===== config.mk =====
export PLATFORM = sky130hd
export DESIGN_NAME = adsc_top
export DESIGN_NICKNAME = d
export VERILOG_FILES = /design/src/hw/adsc_pkg.sv /design/src/hw/adsc_top.sv
export VERILOG_INCLUDE_DIRS = /design/src /design/src/hw
export SDC_FILE = /design/constraint.sdc
export NUM_CORES = 1
export LEC_CHECK = 0
export ABC_CLOCK_PERIOD_IN_PS = 12000
export BUFFER_PORTS_ARGS = -buffer_cell sky130_fd_sc_hd__clkbuf_2
export CAP_MARGIN = 30
export CORE_MARGIN = 5
export CORE_UTILIZATION = 42
export CTS_CLUSTER_SIZE = 24
export DETAILED_ROUTE_END_ITERATION = 8
export GPL_TIMING_DRIVEN = 0
export PLACE_DENSITY = 0.59
export SLEW_MARGIN = 10
export SYNTH_ARGS = -nofsm -noshare
export SYNTH_HDL_FRONTEND = slang
export SYNTH_SLANG_ARGS = --single-unit

===== constraint.sdc =====
create_clock -name core_clk_i -period 12 [get_ports core_clk_i]
set_input_delay 2.4 -clock core_clk_i [delete_from_list [all_inputs] [get_ports core_clk_i]]
set_output_delay 2.4 -clock core_clk_i [all_outputs]
set_load 0.05 [all_outputs]

===== src/hw/adsc_map.svh =====
/*
  Register offsets, field positions, reset values and timing counts of
  the converter sequencing block. Assumes byte addresses on a 12-bit
  register port with 16-bit data.
*/
`ifndef ADSC_MAP_SVH
`define ADSC_MAP_SVH

`define ADSC_AW          12
`define ADSC_DW          16
`define ADSC_BUF_BASE    12'h280
`define ADSC_BUF_LAST    12'h29E
`define ADSC_CTRL1       12'h2A0
`define ADSC_CTRL2       12'h2A2
`define ADSC_CTRL3       12'h2A4
`define ADSC_INSEL       12'h2A6
`define ADSC_PCFG        12'h2A8
`define ADSC_PORTV       12'h2AA

`define ADSC_C1_ON       15
`define ADSC_C1_SIDL     13
`define ADSC_C1_FORM     8
`define ADSC_C1_SSRC     5
`define ADSC_C1_SIMULTANEOUS_SAMPLE_SEL   3
`define ADSC_C1_AUTO_SAMPLE_EN     2
`define ADSC_C1_ACQUIRE_CTRL     1
`define ADSC_C1_DONE     0
`define ADSC_C1_MASK     16'hA3EC
`define ADSC_C2_CHPS     8
`define ADSC_C2_SMPI     2
`define ADSC_C2_MASK     16'h033C
`define ADSC_C3_SAMC     8
`define ADSC_C3_RC       7
`define ADSC_C3_ADCS     0
`define ADSC_C3_MASK     16'h1FBF
`define ADSC_INSEL_CH0   0
`define ADSC_INSEL_CHX   4
`define ADSC_INSEL_MASK  16'h00FF

`define ADSC_RST_REG     16'h0000
`define ADSC_SSRC_MANUAL 3'h0
`define ADSC_SSRC_EXT    3'h1
`define ADSC_SSRC_AUTO   3'h7
`define ADSC_CONV_TADS   4'hB
`define ADSC_MIN_SAMC    5'h01
`define ADSC_CLK_NS      50

`endif


===== src/hw/adsc_pkg.sv =====
/*
  Types of the converter sequencing block. Assumes adsc_map.svh for
  all numeric constants.
*/
package adsc_pkg;

  typedef enum logic [2:0] {
    ADSC_IDLE,
    ADSC_SAMPLE,
    ADSC_WAIT,
    ADSC_CONV
  } adsc_state_t;

  typedef enum logic [1:0] {
    ADSC_FMT_INT,
    ADSC_FMT_SINT,
    ADSC_FMT_FRAC,
    ADSC_FMT_SFRAC
  } adsc_fmt_t;

endpackage : adsc_pkg


===== src/hw/adsc_top.sv =====
/*
  Sequencing and register logic of a 10-bit successive-approximation
  converter: sampling, conversion timing, result buffer, read formats,
  power, sleep and idle behaviour. Assumes a 20 MHz core clock equal to
  the instruction rate and quantised analog levels from the front end.
*/
`timescale 1ns/10ps
`include "adsc_map.svh"

module adsc_top
  import adsc_pkg::*;
#(
  parameter int unsigned NPINS  = 16,
  parameter int unsigned RC_DIV = 3
) (
  // Clock and reset.
  input  wire logic                    core_clk_i,
  input  wire logic                    rst_i,
  // Register port.
  input  wire logic [`ADSC_AW-1:0]     reg_addr_i,
  input  wire logic [`ADSC_DW-1:0]     reg_wdata_i,
  input  wire logic                    reg_wr_i,
  input  wire logic                    reg_rd_i,
  output logic      [`ADSC_DW-1:0]     reg_rdata_o,
  // Processor state.
  input  wire logic                    cpu_sleep_i,
  input  wire logic                    cpu_idle_i,
  input  wire logic                    irq_enable_i,
  // Pins and analog front end.
  input  wire logic                    ext_trigger_i,
  input  wire logic [NPINS-1:0]        pin_level_i,
  input  wire logic [NPINS-1:0]        pin_direction_i,
  input  wire logic [NPINS*10-1:0]     ain_level_i,
  // Status.
  output logic                         irq_req_o,
  output logic                         wake_o,
  output logic                         module_active_o,
  output logic                         converting_o
);

  localparam int unsigned PW = $clog2(NPINS);

  adsc_state_t             state_q;
  logic [15:0]             c1_q;
  logic [15:0]             c2_q;
  logic [15:0]             c3_q;
  logic [15:0]             insel_q;
  logic [NPINS-1:0]        pcfg_q;
  logic                    acquire_ctrl_q;
  logic                    done_q;
  logic [9:0]              buf_mem [16];
  logic [9:0]              held_q [4];
  logic [3:0]              wp_q;
  logic [3:0]              ncv_q;
  logic [1:0]              ci_q;
  logic [3:0]              tad_q;
  logic [4:0]              scnt_q;
  logic [5:0]              div_q;
  logic                    sleep_off_q;
  logic [NPINS:0]          s1_q;
  logic [NPINS:0]          s2_q;
  logic [NPINS:0]          s3_q;
  logic [NPINS:0]          stab_q;
  logic                    trig_prev_q;
  logic [15:0]             rdata_q;
  logic                    irq_q;
  logic                    wake_q;
  logic                    active_q;
  logic                    conv_q;

  logic                    on;
  logic                    rc;
  logic                    freeze;
  logic                    abort;
  logic                    busy;
  logic                    tick;
  logic [5:0]              div_lim;
  logic [1:0]              last_ch;
  logic [4:0]              samc;
  logic [2:0]              ssrc;
  logic                    trig_edge;
  logic                    acquire_ctrl_end;
  logic                    conv_done;
  logic                    seq_end;
  logic                    wr_buf;
  logic [3:0]              widx;
  logic [9:0]              live [4];

  function automatic logic [15:0] fmt_word(input logic [1:0] f,
                                           input logic [9:0] d);
    logic [15:0] w;
    w = {6'h00, d};
    case (adsc_fmt_t'(f))
      ADSC_FMT_INT:   w = {6'h00, d};
      ADSC_FMT_SINT:  w = {{6{d[9]}}, d};
      ADSC_FMT_FRAC:  w = {d, 6'h00};
      ADSC_FMT_SFRAC: w = {d, 6'h00};
      default:        w = {6'h00, d};
    endcase
    return w;
  endfunction : fmt_word

  function automatic logic [9:0] pin_sample(input logic [PW-1:0] p,
                                            input logic [NPINS-1:0] cfg,
                                            input logic [NPINS-1:0] dir,
                                            input logic [NPINS-1:0] lvl,
                                            input logic [NPINS*10-1:0] a);
    logic [9:0] v;
    v = a[p*10 +: 10];
    if (cfg[p]) begin
      v = 10'h000;
    end else if (!dir[p]) begin
      v = {10{lvl[p]}};
    end
    return v;
  endfunction : pin_sample

  assign on      = c1_q[`ADSC_C1_ON];
  assign rc      = c3_q[`ADSC_C3_RC];
  assign ssrc    = c1_q[`ADSC_C1_SSRC +: 3];
  assign samc    = c3_q[`ADSC_C3_SAMC +: 5];
  assign freeze  = cpu_idle_i & c1_q[`ADSC_C1_SIDL];
  // Without the RC clock the module loses its clock in sleep.
  assign abort   = !on | sleep_off_q | (cpu_sleep_i & !rc);
  assign busy    = (state_q != ADSC_IDLE);
  assign last_ch = (c2_q[`ADSC_C2_CHPS +: 2] == 2'h0) ? 2'h0 :
                   (c2_q[`ADSC_C2_CHPS +: 2] == 2'h1) ? 2'h1 : 2'h3;
  // The half-cycle step of the divider is rounded up to whole cycles.
  assign div_lim = rc ? 6'(RC_DIV) : {1'b0, c3_q[`ADSC_C3_ADCS+1 +: 5]};
  assign tick    = busy & !freeze & (div_q == div_lim);
  assign trig_edge = stab_q[NPINS] & !trig_prev_q;

  // Channel 0 has its own selector, the others share one, so software
  // can route one pin to two channels.
  always_comb begin
    live[0] = pin_sample(insel_q[`ADSC_INSEL_CH0 +: PW], pcfg_q,
                         pin_direction_i, stab_q[NPINS-1:0], ain_level_i);
    for (int k = 1; k < 4; k++) begin
      live[k] = pin_sample(insel_q[`ADSC_INSEL_CHX +: PW], pcfg_q,
                           pin_direction_i, stab_q[NPINS-1:0],
                           ain_level_i);
    end
  end

  always_comb begin
    acquire_ctrl_end = 1'b0;
    if (state_q == ADSC_SAMPLE && !abort && !freeze) begin
      case (ssrc)
        `ADSC_SSRC_MANUAL: acquire_ctrl_end = !acquire_ctrl_q;
        `ADSC_SSRC_AUTO:   acquire_ctrl_end = tick &&
          (scnt_q + 5'h01 >= ((samc == 5'h00) ?
                              `ADSC_MIN_SAMC : samc));
        default:           acquire_ctrl_end = trig_edge;
      endcase
    end
  end

  assign conv_done = (state_q == ADSC_CONV) && !abort && tick &&
                     (tad_q == `ADSC_CONV_TADS);
  assign seq_end   = conv_done && (ci_q == last_ch);
  assign wr_buf    = reg_wr_i && reg_addr_i >= `ADSC_BUF_BASE &&
                     reg_addr_i <= `ADSC_BUF_LAST && !reg_addr_i[0];
  assign widx      = reg_addr_i[4:1];

  // Pin inputs: a bit moves once the second and third stages agree.
  always_ff @(posedge core_clk_i or posedge rst_i) begin
    if (rst_i) begin
      s1_q        <= '0;
      s2_q        <= '0;
      s3_q        <= '0;
      stab_q      <= '0;
      trig_prev_q <= 1'b0;
    end else begin
      s1_q        <= {ext_trigger_i, pin_level_i};
      s2_q        <= s1_q;
      s3_q        <= s2_q;
      stab_q      <= (s2_q & s3_q) | (stab_q & (s2_q | s3_q));
      trig_prev_q <= stab_q[NPINS];
    end
  end

  // Control registers; sleep never touches them.
  always_ff @(posedge core_clk_i or posedge rst_i) begin
    if (rst_i) begin
      c1_q    <= `ADSC_RST_REG;
      c2_q    <= `ADSC_RST_REG;
      c3_q    <= `ADSC_RST_REG;
      insel_q <= `ADSC_RST_REG;
      pcfg_q  <= '0;
    end else if (reg_wr_i) begin
      case (reg_addr_i)
        `ADSC_CTRL1: c1_q    <= reg_wdata_i & `ADSC_C1_MASK;
        `ADSC_CTRL2: c2_q    <= reg_wdata_i & `ADSC_C2_MASK;
        `ADSC_CTRL3: c3_q    <= reg_wdata_i & `ADSC_C3_MASK;
        `ADSC_INSEL: insel_q <= reg_wdata_i & `ADSC_INSEL_MASK;
        `ADSC_PCFG:  pcfg_q  <= reg_wdata_i[NPINS-1:0];
        default:     c1_q    <= c1_q;
      endcase
    end
  end

  // Acquire bit: switch-off clear, then auto set, then hardware clear, then software write.
  always_ff @(posedge core_clk_i or posedge rst_i) begin
    if (rst_i) begin
      acquire_ctrl_q <= 1'b0;
    end else if (!on) begin
      acquire_ctrl_q <= 1'b0;
    end else if (state_q == ADSC_IDLE && !freeze && !abort &&
                 c1_q[`ADSC_C1_AUTO_SAMPLE_EN]) begin
      acquire_ctrl_q <= 1'b1;
    end else if (acquire_ctrl_end) begin
      acquire_ctrl_q <= 1'b0;
    end else if (reg_wr_i && reg_addr_i == `ADSC_CTRL1) begin
      acquire_ctrl_q <= reg_wdata_i[`ADSC_C1_ACQUIRE_CTRL];
    end
  end

  // Done flag: a completion in the clearing cycle wins.
  always_ff @(posedge core_clk_i or posedge rst_i) begin
    if (rst_i) begin
      done_q <= 1'b0;
    end else if (conv_done) begin
      done_q <= 1'b1;
    end else if (reg_wr_i && reg_addr_i == `ADSC_CTRL1) begin
      done_q <= reg_wdata_i[`ADSC_C1_DONE];
    end
  end

  // Sequencer.
  always_ff @(posedge core_clk_i or posedge rst_i) begin
    if (rst_i) begin
      state_q <= ADSC_IDLE;
      ci_q    <= 2'h0;
    end else if (abort) begin
      state_q <= ADSC_IDLE;
      ci_q    <= 2'h0;
    end else if (!freeze) begin
      case (state_q)
        ADSC_IDLE: begin
          if (acquire_ctrl_q) begin
            state_q <= ADSC_SAMPLE;
          end
        end
        ADSC_SAMPLE: begin
          if (acquire_ctrl_end) begin
            ci_q    <= 2'h0;
            state_q <= rc ? ADSC_WAIT : ADSC_CONV;
          end
        end
        ADSC_WAIT: begin
          state_q <= ADSC_CONV;
        end
        ADSC_CONV: begin
          if (seq_end) begin
            state_q <= ADSC_IDLE;
            ci_q    <= 2'h0;
          end else if (conv_done) begin
            ci_q    <= ci_q + 2'h1;
          end
        end
        default: begin
          state_q <= ADSC_IDLE;
        end
      endcase
    end
  end

  // Held values. Sequential mode lets each channel keep acquiring until
  // its own conversion starts.
  always_ff @(posedge core_clk_i or posedge rst_i) begin
    if (rst_i) begin
      for (int k = 0; k < 4; k++) begin
        held_q[k] <= 10'h000;
      end
    end else if (acquire_ctrl_end) begin
      for (int k = 0; k < 4; k++) begin
        if (c1_q[`ADSC_C1_SIMULTANEOUS_SAMPLE_SEL] || k == 0) begin
          held_q[k] <= live[k];
        end
      end
    end else if (conv_done && !seq_end &&
                 !c1_q[`ADSC_C1_SIMULTANEOUS_SAMPLE_SEL]) begin
      held_q[ci_q + 2'h1] <= live[ci_q + 2'h1];
    end
  end

  // Conversion clock divider and counters.
  always_ff @(posedge core_clk_i or posedge rst_i) begin
    if (rst_i) begin
      div_q  <= 6'h00;
      tad_q  <= 4'h0;
      scnt_q <= 5'h00;
    end else if (!busy || abort) begin
      div_q  <= 6'h00;
      tad_q  <= 4'h0;
      scnt_q <= 5'h00;
    end else if (!freeze) begin
      div_q <= tick ? 6'h00 : div_q + 6'h01;
      if (state_q == ADSC_SAMPLE && tick) begin
        scnt_q <= scnt_q + 5'h01;
      end
      if (state_q != ADSC_CONV || conv_done) begin
        tad_q <= 4'h0;
      end else if (tick) begin
        tad_q <= tad_q + 4'h1;
      end
    end
  end

  // Buffer pointer, interrupt spacing, sleep results.
  always_ff @(posedge core_clk_i or posedge rst_i) begin
    if (rst_i) begin
      wp_q        <= 4'h0;
      ncv_q       <= 4'h0;
      irq_q       <= 1'b0;
      wake_q      <= 1'b0;
      sleep_off_q <= 1'b0;
    end else begin
      irq_q  <= 1'b0;
      wake_q <= 1'b0;
      if (!cpu_sleep_i) begin
        sleep_off_q <= 1'b0;
      end
      if (!on) begin
        wp_q  <= 4'h0;
        ncv_q <= 4'h0;
      end else if (conv_done) begin
        if (ncv_q == c2_q[`ADSC_C2_SMPI +: 4]) begin
          irq_q <= 1'b1;
          wp_q  <= 4'h0;
          ncv_q <= 4'h0;
        end else begin
          wp_q  <= wp_q + 4'h1;
          ncv_q <= ncv_q + 4'h1;
        end
        if (cpu_sleep_i && irq_enable_i) begin
          wake_q <= 1'b1;
        end else if (cpu_sleep_i) begin
          sleep_off_q <= 1'b1;
        end
      end
    end
  end

  // Result store has no reset so contents survive a device reset.
  always_ff @(posedge core_clk_i) begin
    if (conv_done) begin
      buf_mem[wp_q] <= held_q[ci_q];
    end
    if (wr_buf && !(conv_done && widx == wp_q)) begin
      buf_mem[widx] <= reg_wdata_i[9:0];
    end
  end

  // Read port, data one cycle after the strobe.
  always_ff @(posedge core_clk_i or posedge rst_i) begin
    if (rst_i) begin
      rdata_q <= 16'h0000;
    end else if (reg_rd_i) begin
      if (reg_addr_i >= `ADSC_BUF_BASE &&
          reg_addr_i <= `ADSC_BUF_LAST && !reg_addr_i[0]) begin
        rdata_q <= fmt_word(c1_q[`ADSC_C1_FORM +: 2],
                            buf_mem[reg_addr_i[4:1]]);
      end else begin
        case (reg_addr_i)
          `ADSC_CTRL1: begin
            rdata_q <= c1_q;
            rdata_q[`ADSC_C1_ACQUIRE_CTRL] <= acquire_ctrl_q;
            rdata_q[`ADSC_C1_DONE] <= done_q;
          end
          `ADSC_CTRL2: rdata_q <= c2_q;
          `ADSC_CTRL3: rdata_q <= c3_q;
          `ADSC_INSEL: rdata_q <= insel_q;
          `ADSC_PCFG:  rdata_q <= 16'(pcfg_q);
          `ADSC_PORTV: rdata_q <= 16'(stab_q[NPINS-1:0] & pcfg_q);
          default:     rdata_q <= 16'h0000;
        endcase
      end
    end else begin
      rdata_q <= 16'h0000;
    end
  end

  // Status flops.
  always_ff @(posedge core_clk_i or posedge rst_i) begin
    if (rst_i) begin
      active_q <= 1'b0;
      conv_q   <= 1'b0;
    end else begin
      active_q <= on && !sleep_off_q && !freeze;
      conv_q   <= (state_q == ADSC_CONV) && !abort;
    end
  end

  assign reg_rdata_o     = rdata_q;
  assign irq_req_o       = irq_q;
  assign wake_o          = wake_q;
  assign module_active_o = active_q;
  assign converting_o    = conv_q;

endmodule : adsc_top


==> results.toml, run 1 <==
[sta]
min_period_over_period_pct = 44.5
setup_ws_ns = 6.66
skew_ns = 0.0370
post-route-min-period_ns = 5.34
finalSetupViolCount = 0
rsz0062_at_grt = "no"
final_max_slew_viol_count = 0
worst_pin_slew_ns = 1.05
hold_viol = 0
fmax_mhz = 187
slew_headroom_pct = 29.4
tns_ns = 0

[cts]
clock_path_buffers = 3
clk_latency_ns = 0.57
clock-root-buffer = "clkbuf_16"
cts_tree = "yes"
cts_setup_buffers = 0
cts_resized = 0
cts_hold_buf = 0
htree_levels = 2
numCtsBuffers = 41
cts_sinks = 370
path_clk_slew_ns = 0.07

[grt]
grt_overflow = 0
grt.total_usage_pct = 24.0
grt_pass1_vias = 15700
antenna_found_initial = 4
grt_max_degree = 113
grt_pass1_wl_microns = 101000

[yosys]
synth_cell_types = 66
syn_inst = 1535
synth_top_area_cell = "dfrtp_1"
synth-edff-count = 160
async_reset_ff_share_pct = 56.8
syn-num-nets = 1784
synth_seq_area_share_pct = 47.3
ys.flop_type = "dfrtp_1"
avgSynthCellArea_sq_um = 13.9
synth.area.top_cells = "dfrtp_1 25%, edfxtp_1 23%, mux4_2 18%, mux2_2 13%, mux2i_1 2.2%"
synth_top_cell_area_share_pct = 24.7
synth_seq_cells = 370
syn_area_sq_um = 21300
synth_warnings = 0

[floorplan]
die_h_microns = 235
dieArea_sq_um = 55200
die_w_microns = 235
core_area_sq_um = 50200
initial_core_util_pct = 42.4
io_pins = 248
rows = 82

[placed_design]
dp_slack_ns = 6.05
io_buffers = 236
dp_hpwl_microns = 51200
routabilityCongestion = 0.946

[layout]
drive_above_1_share_pct = 42.5
layout_common_cells = "251 x mux2_2, 236 x clkbuf_2, 210 x dfrtp_1"
nets = 2079
fill_cells = 4413
area_delta_synth_final_pct = 16.7
final_common_cell = "mux2_2"

[drt]
route.vias.total = 15200
routed_wirelength_microns = 67600
routed_via_density = 5.98
drtIter0Drc = 1415
drt_pre_antenna_iters = 5
remaining_drc_errors = 0
wl_per_cell_microns = 26.6
postRouteAntennaNets = 0

[setup_path]
ff2ff_setup_slack_ns = 7.90
crit_type = "primary input to flip-flop"
cp-start-kind = "primary input"
arrival_ns = 5.53
worstPathRequired_ns = 12.19
crit_path_end_kind = "flip-flop"
cp_max_fo = 10

[run_status]
status = "finished, final reports clean"

[pwr]
powerDensity_nw_per_um2 = 113
leakage_nw = 8.86
irDropWorstVdd_mv = 0.0874

[flow_run]
maxCapViolCount = 0

[min_path]
hold_path.class = "flip-flop to flip-flop"
[worst max-delay path, stage by stage]
cell and delay, ns:
clkbuf_1 0.47, buf_2 0.47, buf_2 0.45, inv_1 0.20, clkbuf_1 0.36, nor2_1 0.52, a32o_1 0.63
[Yosys cell counts, types with 8 or more instances]
cell	number
nand3_1	25
a22o_1	13
and3_1	9
ha_1	21
a211oi_1	10
a31oi_1	8
mux4_2	167
inv_1	29
mux2_2	251
nor2b_1	11
clkbuf_1	85
nor2_4	8
o22a_1	10
buf_2	22
o21ai_0	88
a21oi_1	25
buf_1	10
xnor2_1	9
nand2_1	79
a22oi_1	49
edfxtp_1	160
nand2_2	8
xor2_1	13
mux2i_1	46
nor2_1	53
dfrtp_1	210
maj3_1	17
and2_1	12
nand4_1	17
[area by class of cell]
cell class                      instances  area [sq um]  share of cell area (%)
Antenna cell                            5          12.5                  0.0504
Clock inverter                         18           188                   0.756
Sequential cell                       370         10100                    40.5
Clock buffer                           57          1150                    4.62
Timing Repair Buffer                  252          1350                    5.43
Multi-Input combinational cell       1017         10600                    42.8
Inverter                               30           120                   0.484
Tap cell                              672           841                    3.39
Buffer                                118           474                    1.91
[per-layer routing]
layer | vias to the layer above | global-route usage [%] | routed length (microns)
met4 | 0 | 9.43 | 2740
met5 | - | 0 | 0
met3 | 115 | 4.96 | 5520
li1 | 6623 | - | -
met2 | 732 | 37.4 | 31100
met1 | 7715 | 33.3 | 28200
[state kept, by name, summed over array words and instances, names as in the netlist, 2 cells and up]
| register | cells |
|---|---|
| pcfg_q | 16 |
| ci_q | 2 |
| scnt_q | 5 |
| insel_q | 8 |
| s2_q | 17 |
| ncv_q | 4 |
| wp_q | 4 |
| s3_q | 17 |
| div_q | 6 |
| stab_q | 17 |
| tad_q | 4 |
| c2_q | 6 |
| c3_q | 12 |
| buf_mem | 160 |
| s1_q | 17 |
| reg_rdata_o | 16 |
| c1_q | 9 |
| held_q | 40 |
| state_q | 2 |
[kinds of logic after synthesis]
logic type | synth area share, %
compound gates | 7.51
buf+inv | 2.76
fa+ha+maj | 2.04
flops | 47.3
mux | 33.2
simple gates | 6.26
xor+xnor | 0.906
[through the flow]
stage | power [mW] | instance area [sq um] | hold WS [ns] | cells | util, %
4_1_cts | 2.83 | 24800 | 0.346 | 2532 | 49.4
6_report | 2.81 | 24800 | 0.342 | 2539 | 49.5
2_1_floorplan | 1.47 | 21300 | 0.331 | 1535 | -
3_5_place_dp | 1.56 | 23500 | 0.336 | 2457 | 46.8
5_1_grt | 2.90 | 24800 | 0.351 | 2537 | 49.5
3_3_place_gp | 1.55 | 23300 | 0.333 | 2443 | 46.4
[where the power goes]
group          switching [mW]  internal, mW
logic                   0.110        0.0849
clock network           0.534         0.738
registers              0.0121          1.33
total                   0.656          2.15
[final timing paths]
kind                                         from                      end  cells past startpoint
min in group asynchronous                   rst_i    scnt_q[1]$_DFFE_PP0P_                      2
max in group asynchronous                   rst_i   held_q[26]$_DFFE_PP0P_                      4
min reg2reg                     s1_q[8]$_DFF_PP0_        s2_q[8]$_DFF_PP0_                      0
min                             s1_q[8]$_DFF_PP0_        s2_q[8]$_DFF_PP0_                      0
max                                 reg_addr_i[1]  buf_mem[5][2]$_DFFE_PP_                      7
max reg2reg                insel_q[5]$_DFFE_PP0P_   held_q[23]$_DFFE_PP0P_                     10
No activity file was read; power rests on OpenSTA's default activity.
==> inputs of run 2 (changes only) <==
- ABC_CLOCK_PERIOD_IN_PS: 12000 -> 4600
- PLACE_DENSITY: 0.59 -> 0.61
- clock period: 12 -> 4.6 ns (I/O delays scaled with it)
==> run 2 against run 1 <==
  * Clock power increased to 2.7 times the previous value
  * Via count grew 1.8%
  * Routed wire length is 2.4% higher
  * Utilization rose by 0.29 points
  * Sequential power increased to 2.6 times the previous value
  * Setup slack got worse by 6.2 ns
  * Critical path depth increased by 3
  * Die area unchanged
  * Cell area rose by 0.59%
  * Worst hold slack improved by 0.0052 ns
  * First-iteration DRC count is 8.2% higher
  * Critical endpoint is now held_q[22]$_DFFE_PP0P_
==> results.toml, run 2 (same netlist as run 1, synthesis figures left out) <==
[sta]
skew_ns = 0.0162
hold_viol = 0
post-route-min-period_ns = 4.12
slew_headroom_pct = 29.9
fmax_mhz = 242
whs_ns = 0.347
min_period_over_period_pct = 89.7
finalSetupViolCount = 0
worst_pin_slew_ns = 1.04
final_max_slew_viol_count = 0
rsz0062_at_grt = "no"

[min_path]
hold_path.class = "flip-flop to flip-flop"

[grt]
grt_overflow = 0
grt_pass1_wl_microns = 104000
grt_max_degree = 39
grt_pass1_vias = 16100
grt.total_usage_pct = 24.6
antenna_found_initial = 4

[cts]
cts_resized = 0
numCtsBuffers = 42
clock-root-buffer = "clkbuf_16"
path_clk_slew_ns = 0.06
cts_sinks = 370
cts_tree = "yes"
clk_latency_ns = 0.57
htree_levels = 2
cts_setup_buffers = 0
clock_path_buffers = 3
cts_hold_buf = 0

[layout]
largest_register = "buf_mem"
nets = 2085
largest_register_ff_count = 160
seqCellArea_sq_um = 10100
drive_above_1_share_pct = 42.4
area_delta_synth_final_pct = 17.4
stdcell_count = 2542
fill_cells = 4387
layout_common_cells = "251 x mux2_2, 236 x clkbuf_2, 210 x dfrtp_1"
final_common_cell = "mux2_2"
reg_top3 = "buf_mem x160, held_q x40"
multi_input_area_sq_um = 10600

[floorplan]
core_area_sq_um = 50200
io_pins = 248
rows = 82
die_h_microns = 235
dieArea_sq_um = 55200
die_w_microns = 235
initial_core_util_pct = 42.4

[pwr]
finalPower_mw = 7.45
leakage_nw = 8.93
seq_power_share_pct = 47.0
p_sw_mw = 1.68
p_clk_share_pct = 46.0
swShare_pct = 22.6
irDropWorstVdd_mv = 0.231
powerDensity_nw_per_um2 = 298
power_frac_comb_pct = 6.9
p_int_mw = 5.76

[drt]
drtIter0Drc = 1531
maxUsedRoutingLayer = "met5"
routed_wirelength_microns = 69200
route.vias.total = 15500
routed_via_density = 6.08
dr_wl_met3_microns = 5520
dr_wl_met2_microns = 32300
drt_pre_antenna_iters = 5
wl_per_cell_microns = 27.2
met1_length_microns = 28800
postRouteAntennaNets = 0
remaining_drc_errors = 0

[run_status]
status = "finished, final reports clean"

[setup_path]
max_stage_delay_ns = 0.74
crit_type = "flip-flop to flip-flop"
cp_slowest_cell = "clkbuf_1"
crit_top_cell = "clkbuf_1"
crit_path_end_kind = "flip-flop"
arrival_ns = 4.57
path_delay_family = "buffers and inverters"
worstPathRequired_ns = 5.04
path_buf_inv = 3
cp-start-kind = "flip-flop"
cp_max_fo = 10
worstPathCellList = "clkbuf_1 -> clkbuf_1 -> clkbuf_1 -> mux4_2 -> a22oi_1 -> nand2_1 -> mux2_2 -> nand4_1 -> o21ai_0 -> mux2_2"

[placed_design]
place_inst = 2461
io_buffers = 236
dp_hpwl_microns = 52600
routabilityCongestion = 0.966

[flow_run]
maxCapViolCount = 0
[run 2: changes by cell type in the layout (fill, tap and decap cells not counted), moves of 2 or more]
cell	delta
diode_2	-3
buf_4	-2
buf_12	+5
clkinv_2	-2
inv_6	-3
clkinv_1	+4
clkbuf_16	+3
buf_6	+2
[run 2: routing by layer]
layer	up-vias	track usage (%)
met5	-	0
met4	4	8.64
met3	123	4.76
met2	782	39.0
met1	7909	34.3
li1	6634	-
[run 2: power groups by stage]
stage / clock network (mW) / registers [mW] / logic [mW]
floorplan: 0 / 3.55 / 0.273
detailed placement: 0 / 3.57 / 0.513
global route: 3.63 / 3.50 / 0.555
global placement: 0 / 3.56 / 0.491
CTS: 3.49 / 3.50 / 0.515
finish: 3.43 / 3.50 / 0.516
[run 2: final timing paths]
| path | from | end | slack [ns] | cells past startpoint |
|---|---|---|---|---|
| max reg2reg | insel_q[5]$_DFFE_PP0P_ | held_q[22]$_DFFE_PP0P_ | 0.48 | 10 |
| max in group asynchronous | rst_i | s2_q[4]$_DFF_PP0_ | 3.13 | 5 |
| min reg2reg | s1_q[16]$_DFF_PP0_ | s2_q[16]$_DFF_PP0_ | 0.35 | 0 |
| min in group asynchronous | rst_i | scnt_q[0]$_DFFE_PP0P_ | 0.40 | 2 |
| min | s1_q[16]$_DFF_PP0_ | s2_q[16]$_DFF_PP0_ | 0.35 | 0 |
| max | insel_q[5]$_DFFE_PP0P_ | held_q[22]$_DFFE_PP0P_ | 0.48 | 10 |
[run 2: cell type report]
| cell class | instances | share of cell area, % |
|---|---|---|
| multi-input combinational | 1017 | 42.6 |
| sequential | 370 | 40.3 |
| timing repair buffer | 257 | 5.78 |
| clock buffer | 61 | 4.91 |
| tap | 672 | 3.37 |
| buffer | 118 | 1.90 |
| clock inverter | 15 | 0.691 |
| inverter | 30 | 0.466 |
| antenna | 2 | 0.0200 |
[run 2: through the flow]
step | TNS [ns] | setup WS (ns) | utilization (%) | area [sq um]
finish | 0 | 0.476 | 49.8 | 25000
global route | 0 | 0.297 | 49.8 | 25000
CTS | 0 | 0.548 | 49.7 | 24900
detailed placement | 0 | 0.0463 | 46.9 | 23500
global placement | -118.20 | -0.701 | 46.4 | 23300
floorplan | 0 | 0.952 | - | 21300
==> inputs of run 3 (changes only) <==
- CORE_UTILIZATION: 42 -> 35
- CTS_CLUSTER_DIAMETER: unset -> 80
- PLACE_DENSITY: 0.61 -> 0.52
==> run 3 against run 2 <==
  * Sequential power about the same
  * Via count fell by 1.7%
  * Power is 12% lower
  * Critical path type unchanged
  * Setup slack better by 0.16 ns
==> results.toml, run 3 (same netlist as run 1, synthesis figures left out) <==
[cts]
cts_tree = "yes"
clock_path_buffers = 3
clk_latency_ns = 0.60
cts_hold_buf = 0
cts_resized = 0
clock-root-buffer = "clkbuf_16"
htree_levels = 1
numCtsBuffers = 26
cts_setup_buffers = 0
cts_sinks = 370
path_clk_slew_ns = 0.10

[placed_design]
dp_hpwl_microns = 55200
dp_slack_ns = 0.0632
io_buffers = 236
routabilityCongestion = 0.921
place_inst = 2572

[grt]
grt_pass1_vias = 16000
grtUsageMet3_pct = 3.82
use_met2_pct = 34.1
gr-usage-met1_pct = 30.0
grt_pass1_wl_microns = 107000
grt_max_degree = 40
grt.total_usage_pct = 21.2
grt-busiest-layer = "met2"
antenna_found_initial = 8
grt_overflow = 0

[setup_path]
crit_type = "flip-flop to flip-flop"
worstPathRequired_ns = 5.06
arrival_ns = 4.42
cp-start-kind = "flip-flop"
crit_path_end_kind = "flip-flop"
cp_max_fo = 10

[sta]
rsz0062_at_grt = "no"
post-route-min-period_ns = 3.96
worst_pin_slew_ns = 0.973
min_period_over_period_pct = 86.1
whs_ns = 0.350
hold_viol = 0
skew_ns = 0.0318
final_max_slew_viol_count = 0
setup_ws_ns = 0.638
finalSetupViolCount = 0
fmax_mhz = 252
slew_headroom_pct = 35.1

[floorplan]
dieArea_sq_um = 65800
initial_core_util_pct = 35.3
io_pins = 248
rows = 90
die_w_microns = 257
core_area_sq_um = 60200
die_h_microns = 257

[layout]
largest_register_ff_count = 160
nets = 2068
drive_above_1_share_pct = 42.3
area_delta_synth_final_pct = 15.7
fin_util_pct = 40.9
reg_top3 = "buf_mem x160, held_q x40"
layout_common_cells = "251 x mux2_2, 236 x clkbuf_2, 210 x dfrtp_1"
stdcell_count = 2626
largest_register = "buf_mem"
final_common_cell = "mux2_2"

[pwr]
leakage_nw = 8.68
powerDensity_nw_per_um2 = 267
finalPower_mw = 6.58
irDropWorstVdd_mv = 0.224

[drt]
route.vias.total = 15200
drt_pre_antenna_iters = 5
postRouteAntennaNets = 0
wl_per_cell_microns = 27.2
routed_via_density = 5.78
drtIter0Drc = 990
routed_wirelength_microns = 71400
remaining_drc_errors = 0

[run_status]
status = "finished, final reports clean"

[flow_run]
maxCapViolCount = 0

[min_path]
hold_path.class = "flip-flop to flip-flop"
==> run 3: stage by stage <==
step	instance area [sq um]	TNS (ns)
CTS	24600	0
finish	24600	0
global placement	23400	-141.83
floorplan	21300	0
detailed placement	23700	0
global route	24600	0
==> run 3: final timing paths <==
check / from / end / slack [ns] / cells after the start
setup / recovery: insel_q[5]$_DFFE_PP0P_ / held_q[13]$_DFFE_PP0P_ / 0.64 / 10
hold / removal: s1_q[14]$_DFF_PP0_ / s2_q[14]$_DFF_PP0_ / 0.35 / 0
setup reg to reg: insel_q[5]$_DFFE_PP0P_ / held_q[13]$_DFFE_PP0P_ / 0.64 / 10
hold reg to reg: s1_q[14]$_DFF_PP0_ / s2_q[14]$_DFF_PP0_ / 0.35 / 0
max in group asynchronous: rst_i / held_q[23]$_DFFE_PP0P_ / 3.37 / 4
min in group asynchronous: rst_i / reg_rdata_o[12]$_DFF_PP0_ / 0.36 / 2
==> run 3: layout make-up <==
type	count	area, sq um
clock inverters	19	230
well taps	782	978
fillers	5586	35600
inverters	30	116
flip-flops and latches	370	10100
multi-input cells	1017	10600
diodes	5	12.5
plain buffers	118	474
repair buffers	256	1430
clock buffers	29	683
==> run 3: metal layers <==
| layer | share of wire, % | vias to the layer above |
|---|---|---|
| met3 | 6.4 | 89 |
| met4 | 3.0 | 6 |
| met2 | 47 | 587 |
| met5 | 0.063 | - |
| li1 | - | 6586 |
| met1 | 44 | 7914 |
==> run 3: where the power goes <==
part	internal, mW	switching, mW	leakage [nW]
combinational	0.229	0.295	4.63
clock	1.17	1.40	0.442
sequential	3.46	0.0343	3.61
total	4.86	1.72	8.68
==> run 3: worst max-delay path, cell delays in order, from the launching register on <==
cell and delay (ns):
dfrtp_1 0.34, clkbuf_1 0.46, clkbuf_1 0.58, clkbuf_1 0.79, mux4_2 0.42, a22oi_1 0.23, nand2_1 0.17, mux2_2 0.29
nand4_1 0.15, o21ai_0 0.12, mux2_2 0.30
